### src/capture_input_pkg.sv
// constants and types shared by the capture input configuration block
`default_nettype none
package capture_input_pkg;

  localparam int unsigned REG_W         = 16;
  localparam int unsigned CNT_W         = 16;

  // register byte addresses
  localparam logic [7:0] ADDR_CH34_CFG  = 8'h1c;
  localparam logic [7:0] ADDR_ENA_POL   = 8'h20;

  // reset values
  localparam logic [15:0] RST_CH34_CFG  = 16'h0000;
  localparam logic [15:0] RST_ENA_POL   = 16'h0000;

  // channel34_input_config field positions
  localparam int unsigned CH3_SEL_LSB   = 0;
  localparam int unsigned CH3_PSC_LSB   = 2;
  localparam int unsigned CH3_FLT_LSB   = 4;
  localparam int unsigned CH4_SEL_LSB   = 8;
  localparam int unsigned CH4_PSC_LSB   = 10;
  localparam int unsigned CH4_FLT_LSB   = 12;

  // channel_enable_polarity bit positions
  localparam int unsigned CH1_EN_BIT    = 0;
  localparam int unsigned CH1_POL_BIT   = 1;
  localparam int unsigned CH1_NPOL_BIT  = 3;
  localparam int unsigned CH3_EN_BIT    = 8;
  localparam int unsigned CH3_POL_BIT   = 9;
  localparam int unsigned CH3_NPOL_BIT  = 11;
  localparam int unsigned CH4_EN_BIT    = 12;
  localparam int unsigned CH4_POL_BIT   = 13;
  localparam int unsigned CH4_NPOL_BIT  = 15;

  // synchroniser lanes
  localparam int unsigned SYN_TI3       = 0;
  localparam int unsigned SYN_TI4       = 1;
  localparam int unsigned SYN_TI1       = 2;

  // direction field codes
  typedef enum logic [1:0] {
    DIR_OUTPUT  = 2'b00,
    DIR_OWN_PIN = 2'b01,
    DIR_ALT_PIN = 2'b10,
    DIR_TRIGGER = 2'b11
  } dir_e;

  // prescaler limits for codes 00..11 (events per capture minus one)
  localparam logic [2:0] PSC_LIM_1      = 3'h0;
  localparam logic [2:0] PSC_LIM_2      = 3'h1;
  localparam logic [2:0] PSC_LIM_4      = 3'h3;
  localparam logic [2:0] PSC_LIM_8      = 3'h7;

endpackage
`default_nettype wire

### src/timer_capture_input_config.sv
// capture input configuration, channel enables and polarity for a timer
`default_nettype none
module timer_capture_input_config
  import capture_input_pkg::*;
(
  input  wire logic              clk,
  input  wire logic              rstn,
  input  wire logic [7:0]        addr,
  input  wire logic [15:0]       wdata,
  input  wire logic              wr_strobe,
  input  wire logic              rd_strobe,
  output var  logic [15:0]       rdata,
  input  wire logic              timer_input_three,
  input  wire logic              timer_input_four,
  input  wire logic              filtered_input_edge,
  input  wire logic              internal_trigger_source,
  input  wire logic [CNT_W-1:0]  counter_value,
  input  wire logic              ch1_is_input,
  input  wire logic              ch1_compare_ref,
  output var  logic              ch1_compare_output,
  output var  logic              ch1_output_enable,
  output var  logic [CNT_W-1:0]  ch1_capture_value,
  output var  logic              ch1_capture_pulse,
  output var  logic              ch3_capture_signal,
  output var  logic              ch4_capture_signal,
  output var  logic              ch1_level,
  output var  logic              ch3_level,
  output var  logic              ch4_level
);

  typedef struct packed {
    logic [15:0]      cfg;
    logic [15:0]      enp;
    logic [15:0]      rdata;
    logic [2:0]       sync_a;
    logic [2:0]       sync_b;
    logic [3:0]       f3_cnt;
    logic [3:0]       f4_cnt;
    logic             f3;
    logic             f4;
    logic [2:0]       pc3;
    logic [2:0]       pc4;
    logic             cap1;
    logic             cap3;
    logic             cap4;
    logic [CNT_W-1:0] cap1_val;
    logic             oc1;
    logic             oe1;
    logic             lv1;
    logic             lv3;
    logic             lv4;
  } state_s;

  state_s st_q;
  state_s st_d;

  // filter: a change is taken once it has held for code samples
  function automatic logic [4:0] filt(input logic       raw,
                                      input logic       cur,
                                      input logic [3:0] cnt,
                                      input logic [3:0] code);
    logic [3:0] nxt;
    nxt = cnt + 4'h1;
    if (code == 4'h0) begin
      filt = {raw, 4'h0};
    end else if (raw == cur) begin
      filt = {cur, 4'h0};
    end else if (nxt >= code) begin
      filt = {raw, 4'h0};
    end else begin
      filt = {cur, nxt};
    end
  endfunction

  function automatic logic polar(input logic lvl,
                                 input logic pol,
                                 input logic npol);
    polar = lvl ^ (pol & ~npol);
  endfunction

  // both edges only for combination 11; reserved 10 acts like 00
  function automatic logic edge_ev(input logic cur,
                                   input logic prev,
                                   input logic pol,
                                   input logic npol);
    if (pol & npol) begin
      edge_ev = cur ^ prev;
    end else begin
      edge_ev = cur & ~prev;
    end
  endfunction

  function automatic logic src_mux(input logic [1:0] sel,
                                   input logic       own,
                                   input logic       alt,
                                   input logic       trg);
    case (dir_e'(sel))
      DIR_OWN_PIN: src_mux = own;
      DIR_ALT_PIN: src_mux = alt;
      DIR_TRIGGER: src_mux = trg;
      default:     src_mux = 1'b0;
    endcase
  endfunction

  // returns {capture, next count}
  function automatic logic [3:0] psc_step(input logic       ev,
                                          input logic [2:0] cnt,
                                          input logic [1:0] code);
    logic [2:0] lim;
    case (code)
      2'b00:   lim = PSC_LIM_1;
      2'b01:   lim = PSC_LIM_2;
      2'b10:   lim = PSC_LIM_4;
      default: lim = PSC_LIM_8;
    endcase
    if (!ev) begin
      psc_step = {1'b0, cnt};
    end else if (cnt >= lim) begin
      psc_step = {1'b1, 3'h0};
    end else begin
      psc_step = {1'b0, cnt + 3'h1};
    end
  endfunction

  logic [1:0] sel3;
  logic [1:0] sel4;
  logic       en1;
  logic       en3;
  logic       en4;
  assign sel3 = st_q.cfg[CH3_SEL_LSB +: 2];
  assign sel4 = st_q.cfg[CH4_SEL_LSB +: 2];
  assign en1  = st_q.enp[CH1_EN_BIT];
  assign en3  = st_q.enp[CH3_EN_BIT];
  assign en4  = st_q.enp[CH4_EN_BIT];

  logic [4:0] fr3;
  logic [4:0] fr4;
  logic [3:0] pr3;
  logic [3:0] pr4;
  logic       raw3;
  logic       raw4;
  logic       pl1;
  logic       pl3;
  logic       pl4;
  logic       ev1;
  logic       ev3;
  logic       ev4;
  always_comb begin
    st_d = st_q;
    // second stage is the only reader of the first
    st_d.sync_a = {filtered_input_edge, timer_input_four, timer_input_three};
    st_d.sync_b = st_q.sync_a;

    // register writes
    if (wr_strobe) begin
      if (addr == ADDR_CH34_CFG) begin
        st_d.cfg = wdata;
        if (en3) begin
          st_d.cfg[CH3_SEL_LSB +: 2] = sel3;
        end
        if (en4) begin
          st_d.cfg[CH4_SEL_LSB +: 2] = sel4;
        end
      end else if (addr == ADDR_ENA_POL) begin
        st_d.enp = wdata;
      end
    end

    // read data stands only in the cycle after the strobe
    st_d.rdata = 16'h0000;
    if (rd_strobe) begin
      if (addr == ADDR_CH34_CFG) begin
        st_d.rdata = st_q.cfg;
      end else if (addr == ADDR_ENA_POL) begin
        st_d.rdata = st_q.enp;
      end
    end

    fr3 = filt(st_q.sync_b[SYN_TI3], st_q.f3, st_q.f3_cnt,
               st_q.cfg[CH3_FLT_LSB +: 4]);
    fr4 = filt(st_q.sync_b[SYN_TI4], st_q.f4, st_q.f4_cnt,
               st_q.cfg[CH4_FLT_LSB +: 4]);
    st_d.f3     = fr3[4];
    st_d.f3_cnt = fr3[3:0];
    st_d.f4     = fr4[4];
    st_d.f4_cnt = fr4[3:0];

    raw3 = src_mux(sel3, st_q.f3, st_q.f4, internal_trigger_source);
    raw4 = src_mux(sel4, st_q.f4, st_q.f3, internal_trigger_source);

    pl1 = polar(st_q.sync_b[SYN_TI1], st_q.enp[CH1_POL_BIT],
                st_q.enp[CH1_NPOL_BIT]);
    pl3 = polar(raw3, st_q.enp[CH3_POL_BIT], st_q.enp[CH3_NPOL_BIT]);
    pl4 = polar(raw4, st_q.enp[CH4_POL_BIT], st_q.enp[CH4_NPOL_BIT]);
    st_d.lv1 = pl1;
    st_d.lv3 = pl3;
    st_d.lv4 = pl4;

    ev1 = edge_ev(pl1, st_q.lv1, st_q.enp[CH1_POL_BIT],
                  st_q.enp[CH1_NPOL_BIT]);
    ev3 = edge_ev(pl3, st_q.lv3, st_q.enp[CH3_POL_BIT],
                  st_q.enp[CH3_NPOL_BIT]);
    ev4 = edge_ev(pl4, st_q.lv4, st_q.enp[CH4_POL_BIT],
                  st_q.enp[CH4_NPOL_BIT]);

    // ch3 and ch4 prescalers; each held in reset while its channel is off or set to output
    pr3 = psc_step(ev3, st_q.pc3, st_q.cfg[CH3_PSC_LSB +: 2]);
    pr4 = psc_step(ev4, st_q.pc4, st_q.cfg[CH4_PSC_LSB +: 2]);
    if (en3 && (sel3 != DIR_OUTPUT)) begin
      st_d.pc3  = pr3[2:0];
      st_d.cap3 = pr3[3];
    end else begin
      st_d.pc3  = 3'h0;
      st_d.cap3 = 1'b0;
    end
    if (en4 && (sel4 != DIR_OUTPUT)) begin
      st_d.pc4  = pr4[2:0];
      st_d.cap4 = pr4[3];
    end else begin
      st_d.pc4  = 3'h0;
      st_d.cap4 = 1'b0;
    end

    // ch1 counter capture gated by enable
    st_d.cap1 = ch1_is_input && en1 && ev1;
    if (st_d.cap1) begin
      st_d.cap1_val = counter_value;
    end

    // ch1 output drive gated by enable
    st_d.oe1 = !ch1_is_input && en1;
    // ch1 output polarity; idles low when not driven
    st_d.oc1 = st_d.oe1 && (ch1_compare_ref ^ st_q.enp[CH1_POL_BIT]);
  end

  always_ff @(posedge clk) begin
    if (!rstn) begin
      st_q          <= '0;
      st_q.cfg      <= RST_CH34_CFG;
      st_q.enp      <= RST_ENA_POL;
    end else begin
      st_q <= st_d;
    end
  end

  assign rdata              = st_q.rdata;
  assign ch1_compare_output = st_q.oc1;
  assign ch1_output_enable  = st_q.oe1;
  assign ch1_capture_value  = st_q.cap1_val;
  assign ch1_capture_pulse  = st_q.cap1;
  assign ch3_capture_signal = st_q.cap3;
  assign ch4_capture_signal = st_q.cap4;
  assign ch1_level          = st_q.lv1;
  assign ch3_level          = st_q.lv3;
  assign ch4_level          = st_q.lv4;

  logic cfg_wr;
  assign cfg_wr = wr_strobe && (addr == ADDR_CH34_CFG);
endmodule
`default_nettype wire

### config.mk
export PLATFORM = sky130hd
export DESIGN_NAME = timer_capture_input_config
export DESIGN_NICKNAME = d
export VERILOG_FILES = /design/src/capture_input_pkg.sv /design/src/timer_capture_input_config.sv
export SDC_FILE = /design/constraint.sdc
export NUM_CORES = 1
export LEC_CHECK = 0
export ABC_AREA = 1
export BUFFER_PORTS_ARGS = -buffer_cell sky130_fd_sc_hd__buf_2
export CAP_MARGIN = 20
export CORE_MARGIN = 2
export CORE_UTILIZATION = 55
export DETAILED_ROUTE_END_ITERATION = 8
export HOLD_SLACK_MARGIN = 0.06
export PLACE_DENSITY = 0.91
export RECOVER_POWER = 25
export SYNTH_ARGS = -nofsm -noshare
export SYNTH_HDL_FRONTEND = slang
export SYNTH_SLANG_ARGS = --single-unit
### constraint.sdc
create_clock -name clk -period 2.5 [get_ports clk]
set_clock_uncertainty 0.15 [all_clocks]
set_input_delay 0.375 -clock clk [delete_from_list [all_inputs] [get_ports clk]]
set_output_delay 0.375 -clock clk [all_outputs]
set_load 0.01 [all_outputs]
Yosys cells after proc, flatten, opt, wreduce, memory -nomap -nowiden

Cells that the tools add are included.

Add/subtract/negate cells: 4
Magnitude comparators: 4
Equality and inequality tests: 16
Mux-type cells: 17
Bitwise logic cells: 26
Reduce and logical (&&, ||, !) cells: 28

Operator list:

| operator                                       | count |
|---|---|
| two-way mux 16 bit                             | 2 |
| two-way mux 5 bit                              | 6 |
| one-hot mux 3 bit (3 select lines)             | 2 |
| AND reduction 3 bit                            | 5 |
| == test 2 bit (second input constant)          | 6 |
| AND reduction 2 bit                            | 6 |
| inverter 1 bit                                 | 10 |
| bitwise AND 1 bit                              | 9 |
| adder 4 x 1 -> 4 bit (second input constant)   | 2 |
| == test 2 x 1 -> 1 bit (second input constant) | 4 |
| == test 8 x 5 -> 1 bit (second input constant) | 1 |
| == test 8 x 6 -> 1 bit (second input constant) | 1 |
| greater-or-equal comparator 4 bit              | 2 |
| zero test 4 bit                                | 2 |
| two-way mux 4 bit                              | 2 |
| nonzero test 2 bit                             | 4 |
| OR reduction 4 bit                             | 2 |
| bitwise XOR 1 bit                              | 7 |
| adder 3 x 1 -> 3 bit (second input constant)   | 2 |
| greater-or-equal comparator 3 bit              | 2 |
| logical AND 1 bit                              | 6 |
| one-hot mux 1 bit (3 select lines)             | 2 |
| zero test 2 bit                                | 2 |
| inequality test 2 bit (second input constant)  | 2 |
| 3 further kinds                                | 6 |

Flip-flop bits (word level): 94
Input port bits: 50
Output and inout bits: 40
Word-level logic and storage cells: 117

Logic depth before layout (Yosys ltp)

Depth after elaboration: 6
Mapped depth: 13
Depth with buffers taken out: 13

Least setup slack after synthesis

OpenSTA, ideal clock, no wires.

Path type: register -> register
Start point: reg st_q[65] in the netlist's numbering
End point: reg st_q (netlist bit ch1_capture_value[11])
Setup time: 0.071 ns
Data arrival time: 1.572 ns
Required time: 2.279 ns
Setup slack: 0.707 ns
Cell stages (with the launch flop): 11
Path buffers: 1
Clock period less this slack: 1.793 ns
Cell sequence: dfxtp_1 inv_1 nand2_1 xor2_1 inv_1 ha_1 nand3_2 nand3_4 buf_6 nand2_1 a21oi_1

Word-level cells in the longest chain between the ends: 6
Elaborated cells on any way between the ends: 8
Classes of those cells: 1 x mux; 6 x bitwise; 1 x reduce/logical

Ends and longest elaborated chain:

| item                                                          | RTL line                                                           | text |
|---|---|---|
| start: declaration                                            | timer_capture_input_config.sv:54                                   | `state_s st_q;` |
| start signal: assignment                                      | timer_capture_input_config.sv:242                                  | `st_q <= st_d;` |
| inverter 1 bit (*)                                            | timer_capture_input_config.sv:78                                   | `polar = lvl ^ (pol & ~npol);` |
| bitwise AND 1 bit (*)                                         | timer_capture_input_config.sv:78                                   |  |
| bitwise XOR 1 bit (*)                                         | timer_capture_input_config.sv:78                                   |  |
| net pl1                                                       | timer_capture_input_config.sv:142                                  | `logic pl1;` |
| bitwise AND 1 bit / bitwise XOR 1 bit (equally long branches) | timer_capture_input_config.sv:89, timer_capture_input_config.sv:87 |  |
| two-way mux 1 bit (*)                                         | timer_capture_input_config.sv:86                                   | `if (pol & npol) begin` |
| logical AND 1 bit (*)                                         | timer_capture_input_config.sv:225                                  | `st_d.cap1 = ch1_is_input && en1 && ev1;` |

The timed path passes the listed nets; every way through them passes the cells marked *.
A chain may end at the register's enable or synchronous reset.

Final worst setup path

Start point: reg st_q[65] in the netlist's numbering
End point: reg st_q (netlist bit ch1_capture_value[8])

The elaborated chain is that of the path after synthesis.

==> results.toml <==
[floorplan]
rows = 32
ios = 90
fp.dieW_um = 94.1
start_util_pct = 57.1
die_area_sq_um = 8850
die_h_um = 94.1
coreArea_sq_um = 7810

[worst_setup_path]
reg2reg_slack_ns = 0.28
arrival_ns = 2.34
critPathTopFamily = "simple AND/OR/NAND/NOR gates"
crit_path_top_delay_cell = "dfxtp_1"
crit_fanout = 17
crit_required_ns = 2.62
worst-setup-path-type = "reg -> reg"
critical_path.cell_chain = "inv_1 -> nand2_1 -> xor2_1 -> inv_1 -> ha_1 -> nand3_2 -> nand3_4 -> nand2_1 -> a21oi_1"
cp-startpoint = "st_q[65]"
rr_worst_depth = 9
cp-start-kind = "flip-flop"
crit_buf_inv = 2
rr_endpoint = "ch1_capture_value[8]"
r2r_start = "st_q[65]"
crit_path_max_incr_delay_ns = 0.38
endpoint_kind = "flip-flop"

[layout]
fin_util_pct = 63.3
multi_input_area_sq_um = 1940
antenna_cells = 0
fin_nets = 741
area_growth_pct = 10.7
ff_latch_area_sq_um = 1880
drive_above_1_share_pct = 13.9
fill_cells = 693

[synth]
ys_seq_elements = 94
yosysWarningCount = 0
yosysMostFrequentCell = "nand2_1"
synth.distinct_cells = 29
synth_top_area_share_pct = 42.2
synth_common_cells = "nand2_1, dfxtp_1, nor2_1"
synth_area_per_cell_sq_um = 7.25
synth-edff-count = 0
synth_top_area_cell = "dfxtp_1"
syn_area_sq_um = 4460
synth_area_leaders = "dfxtp_1, nand2_1, nor2_1"
ys_async_sr_fraction_pct = 0
synth_top_flop_cell = "dfxtp_1"
syn_inst = 615
ys_seq_area_share_pct = 42.2
synth_nets = 686

[sta]
finalSetupViolations = 0
finalSetupTns_ns = 0
worst_pin_slew_ns = 1.17
finalCritPeriodShare_pct = 88.7
fmax_mhz = 451
slew_headroom_pct = 22.2
rsz0062_at_grt = "no"
slew_violations = 0
finalHoldViolations = 0
layout_min_cycle_time_ns = 2.22

[cts]
cts_buffers = 9
cts.path.max_buffers = 2
cts.sinks = 94
clockRootBuffer = "clkbuf_8"
worstSkewPairLatency_ns = 0.35
clk_pin_slew_ns = 0.09
htreeDepth = 3
tritoncts = "done"

[hold_path]
holdPathEnd = "en4"
hp-class = "in -> reg"
hold_start = "wdata[12]"
hold_path_depth = 3

[global_route]
first_global_vias = 3876
grt_pass1_wl_um = 17300
grt_max_degree = 28
grt_util_all_layers_pct = 24.6
grt_overflow = 0
antenna_found_initial = 0

[routing]
drt_iter0_drc = 347
dr.pass1.iters = 4
vias = 4124
wire_per_inst_um = 13.5
antenna_left = 0
drc = 0
viasPerCell = 5.31
wl_um = 10500

[power_and_ir_drop]
p_total_uw = 2640
p_leak_uw = 0.00230
vdd.ir_drop.worst_mv = 0.293
p_per_area_nw_per_um2 = 534

[flow_run]
maxCapViolations = 0

[run_status]
status = "finished clean"

[placed_design]
io_buffers = 89
place_hpwl_um = 7610
gp_congestion = 0.862
==> worst max path at each step <==
stage	endpoint	slack (ns)	depth (start not counted)
floorplan	ch1_capture_value[11]	0.71	10
CTS	ch1_capture_value[12]	0.33	9
finish	ch1_capture_value[8]	0.28	9
global route	ch1_capture_value[9]	0.07	9
global placement	ch1_capture_value[11]	0.50	9
detailed placement	ch1_capture_value[12]	0.34	9
==> cell usage in the layout, fill, tap and decap left out, types with 2 or more instances in the layout <==
cell type	count
dfxtp_1	94
o21ai_1	2
ha_1	21
o21ai_0	3
nand2_1	133
nor2_1	86
a21oi_1	49
clkinv_1	2
and2_1	2
buf_2	67
xor2_1	3
nand3_1	58
clkbuf_1	24
clkinv_2	3
clkbuf_8	10
nand3b_1	2
buf_4	4
inv_1	70
dlygate4sd3_1	4
xnor2_1	3
nand4_1	22
nor3_1	2
==> worst min-delay path: stages <==
cell and delay [ns]:
buf_2 0.09, nor2_1 0.04, nor2_1 0.08
==> final cells by class <==
| cell class | instances | area share, % |
|---|---|---|
| Clock buffer | 10 | 2.79 |
| Clock inverter | 6 | 1.24 |
| Inverter | 73 | 5.55 |
| Multi-Input combinational cell | 392 | 39.3 |
| Sequential cell | 94 | 38.1 |
| Tap cell | 102 | 2.58 |
| Timing Repair Buffer | 100 | 10.4 |
==> sequential cells by signal (all words and copies together), names as in the netlist <==
name and cells:
ch1_level 1, sel4 2, ch1_output_enable 1, en4 1, ch1_capture_pulse 1, ch1_capture_value 16
sel3 2, ch4_capture_signal 1, st_d 3, st_q 44, ch3_level 1, ch3_capture_signal 1
en3 1, rdata 16, ch4_level 1, en1 1, ch1_compare_output 1
==> metal layers <==
| layer | vias up | track usage (%) | wire length (um) |
|---|---|---|---|
| met1 | 1879 | 30.3 | 4290 |
| met3 | 23 | 4.82 | 896 |
| met4 | 0 | 7.37 | 204 |
| met2 | 190 | 43.3 | 5130 |
| li1 | 2032 | - | - |
| met5 | - | 0 | 0 |
==> through the flow <==
step / instances / area (sq um) / setup slack [ns] / hold WS [ns]
floorplan: 615 / 4460 / 0.707 / 0.240
global placement: 757 / 4730 / 0.497 / 0.250
detailed placement: 757 / 4730 / 0.345 / 0.252
CTS: 777 / 4970 / 0.327 / 0.103
global route: 777 / 4940 / 0.0736 / 0.118
finish: 777 / 4940 / 0.281 / 0.109
==> kinds of logic after synthesis <==
kind of cell / share of synthesized area, %
simple gates: 29.8
buf+inv: 14.3
flops: 42.2
compound gates: 6.67
fa+ha+maj: 5.89
xor+xnor: 1.18
==> what timing repair did <==
item                      in CTS  in global routing
hold buffers                   4                  0
setup buffers                  0                  0
resized for setup              0                  0
hold endpoints to repair       4                  0
==> where the power goes <==
group          internal [uW]  leakage, uW  switching, uW
registers               1500     0.000758           4.75
clock network            486     0.000102            523
logic                   45.8      0.00144           73.3
No activity file was read; power rests on OpenSTA's default activity.
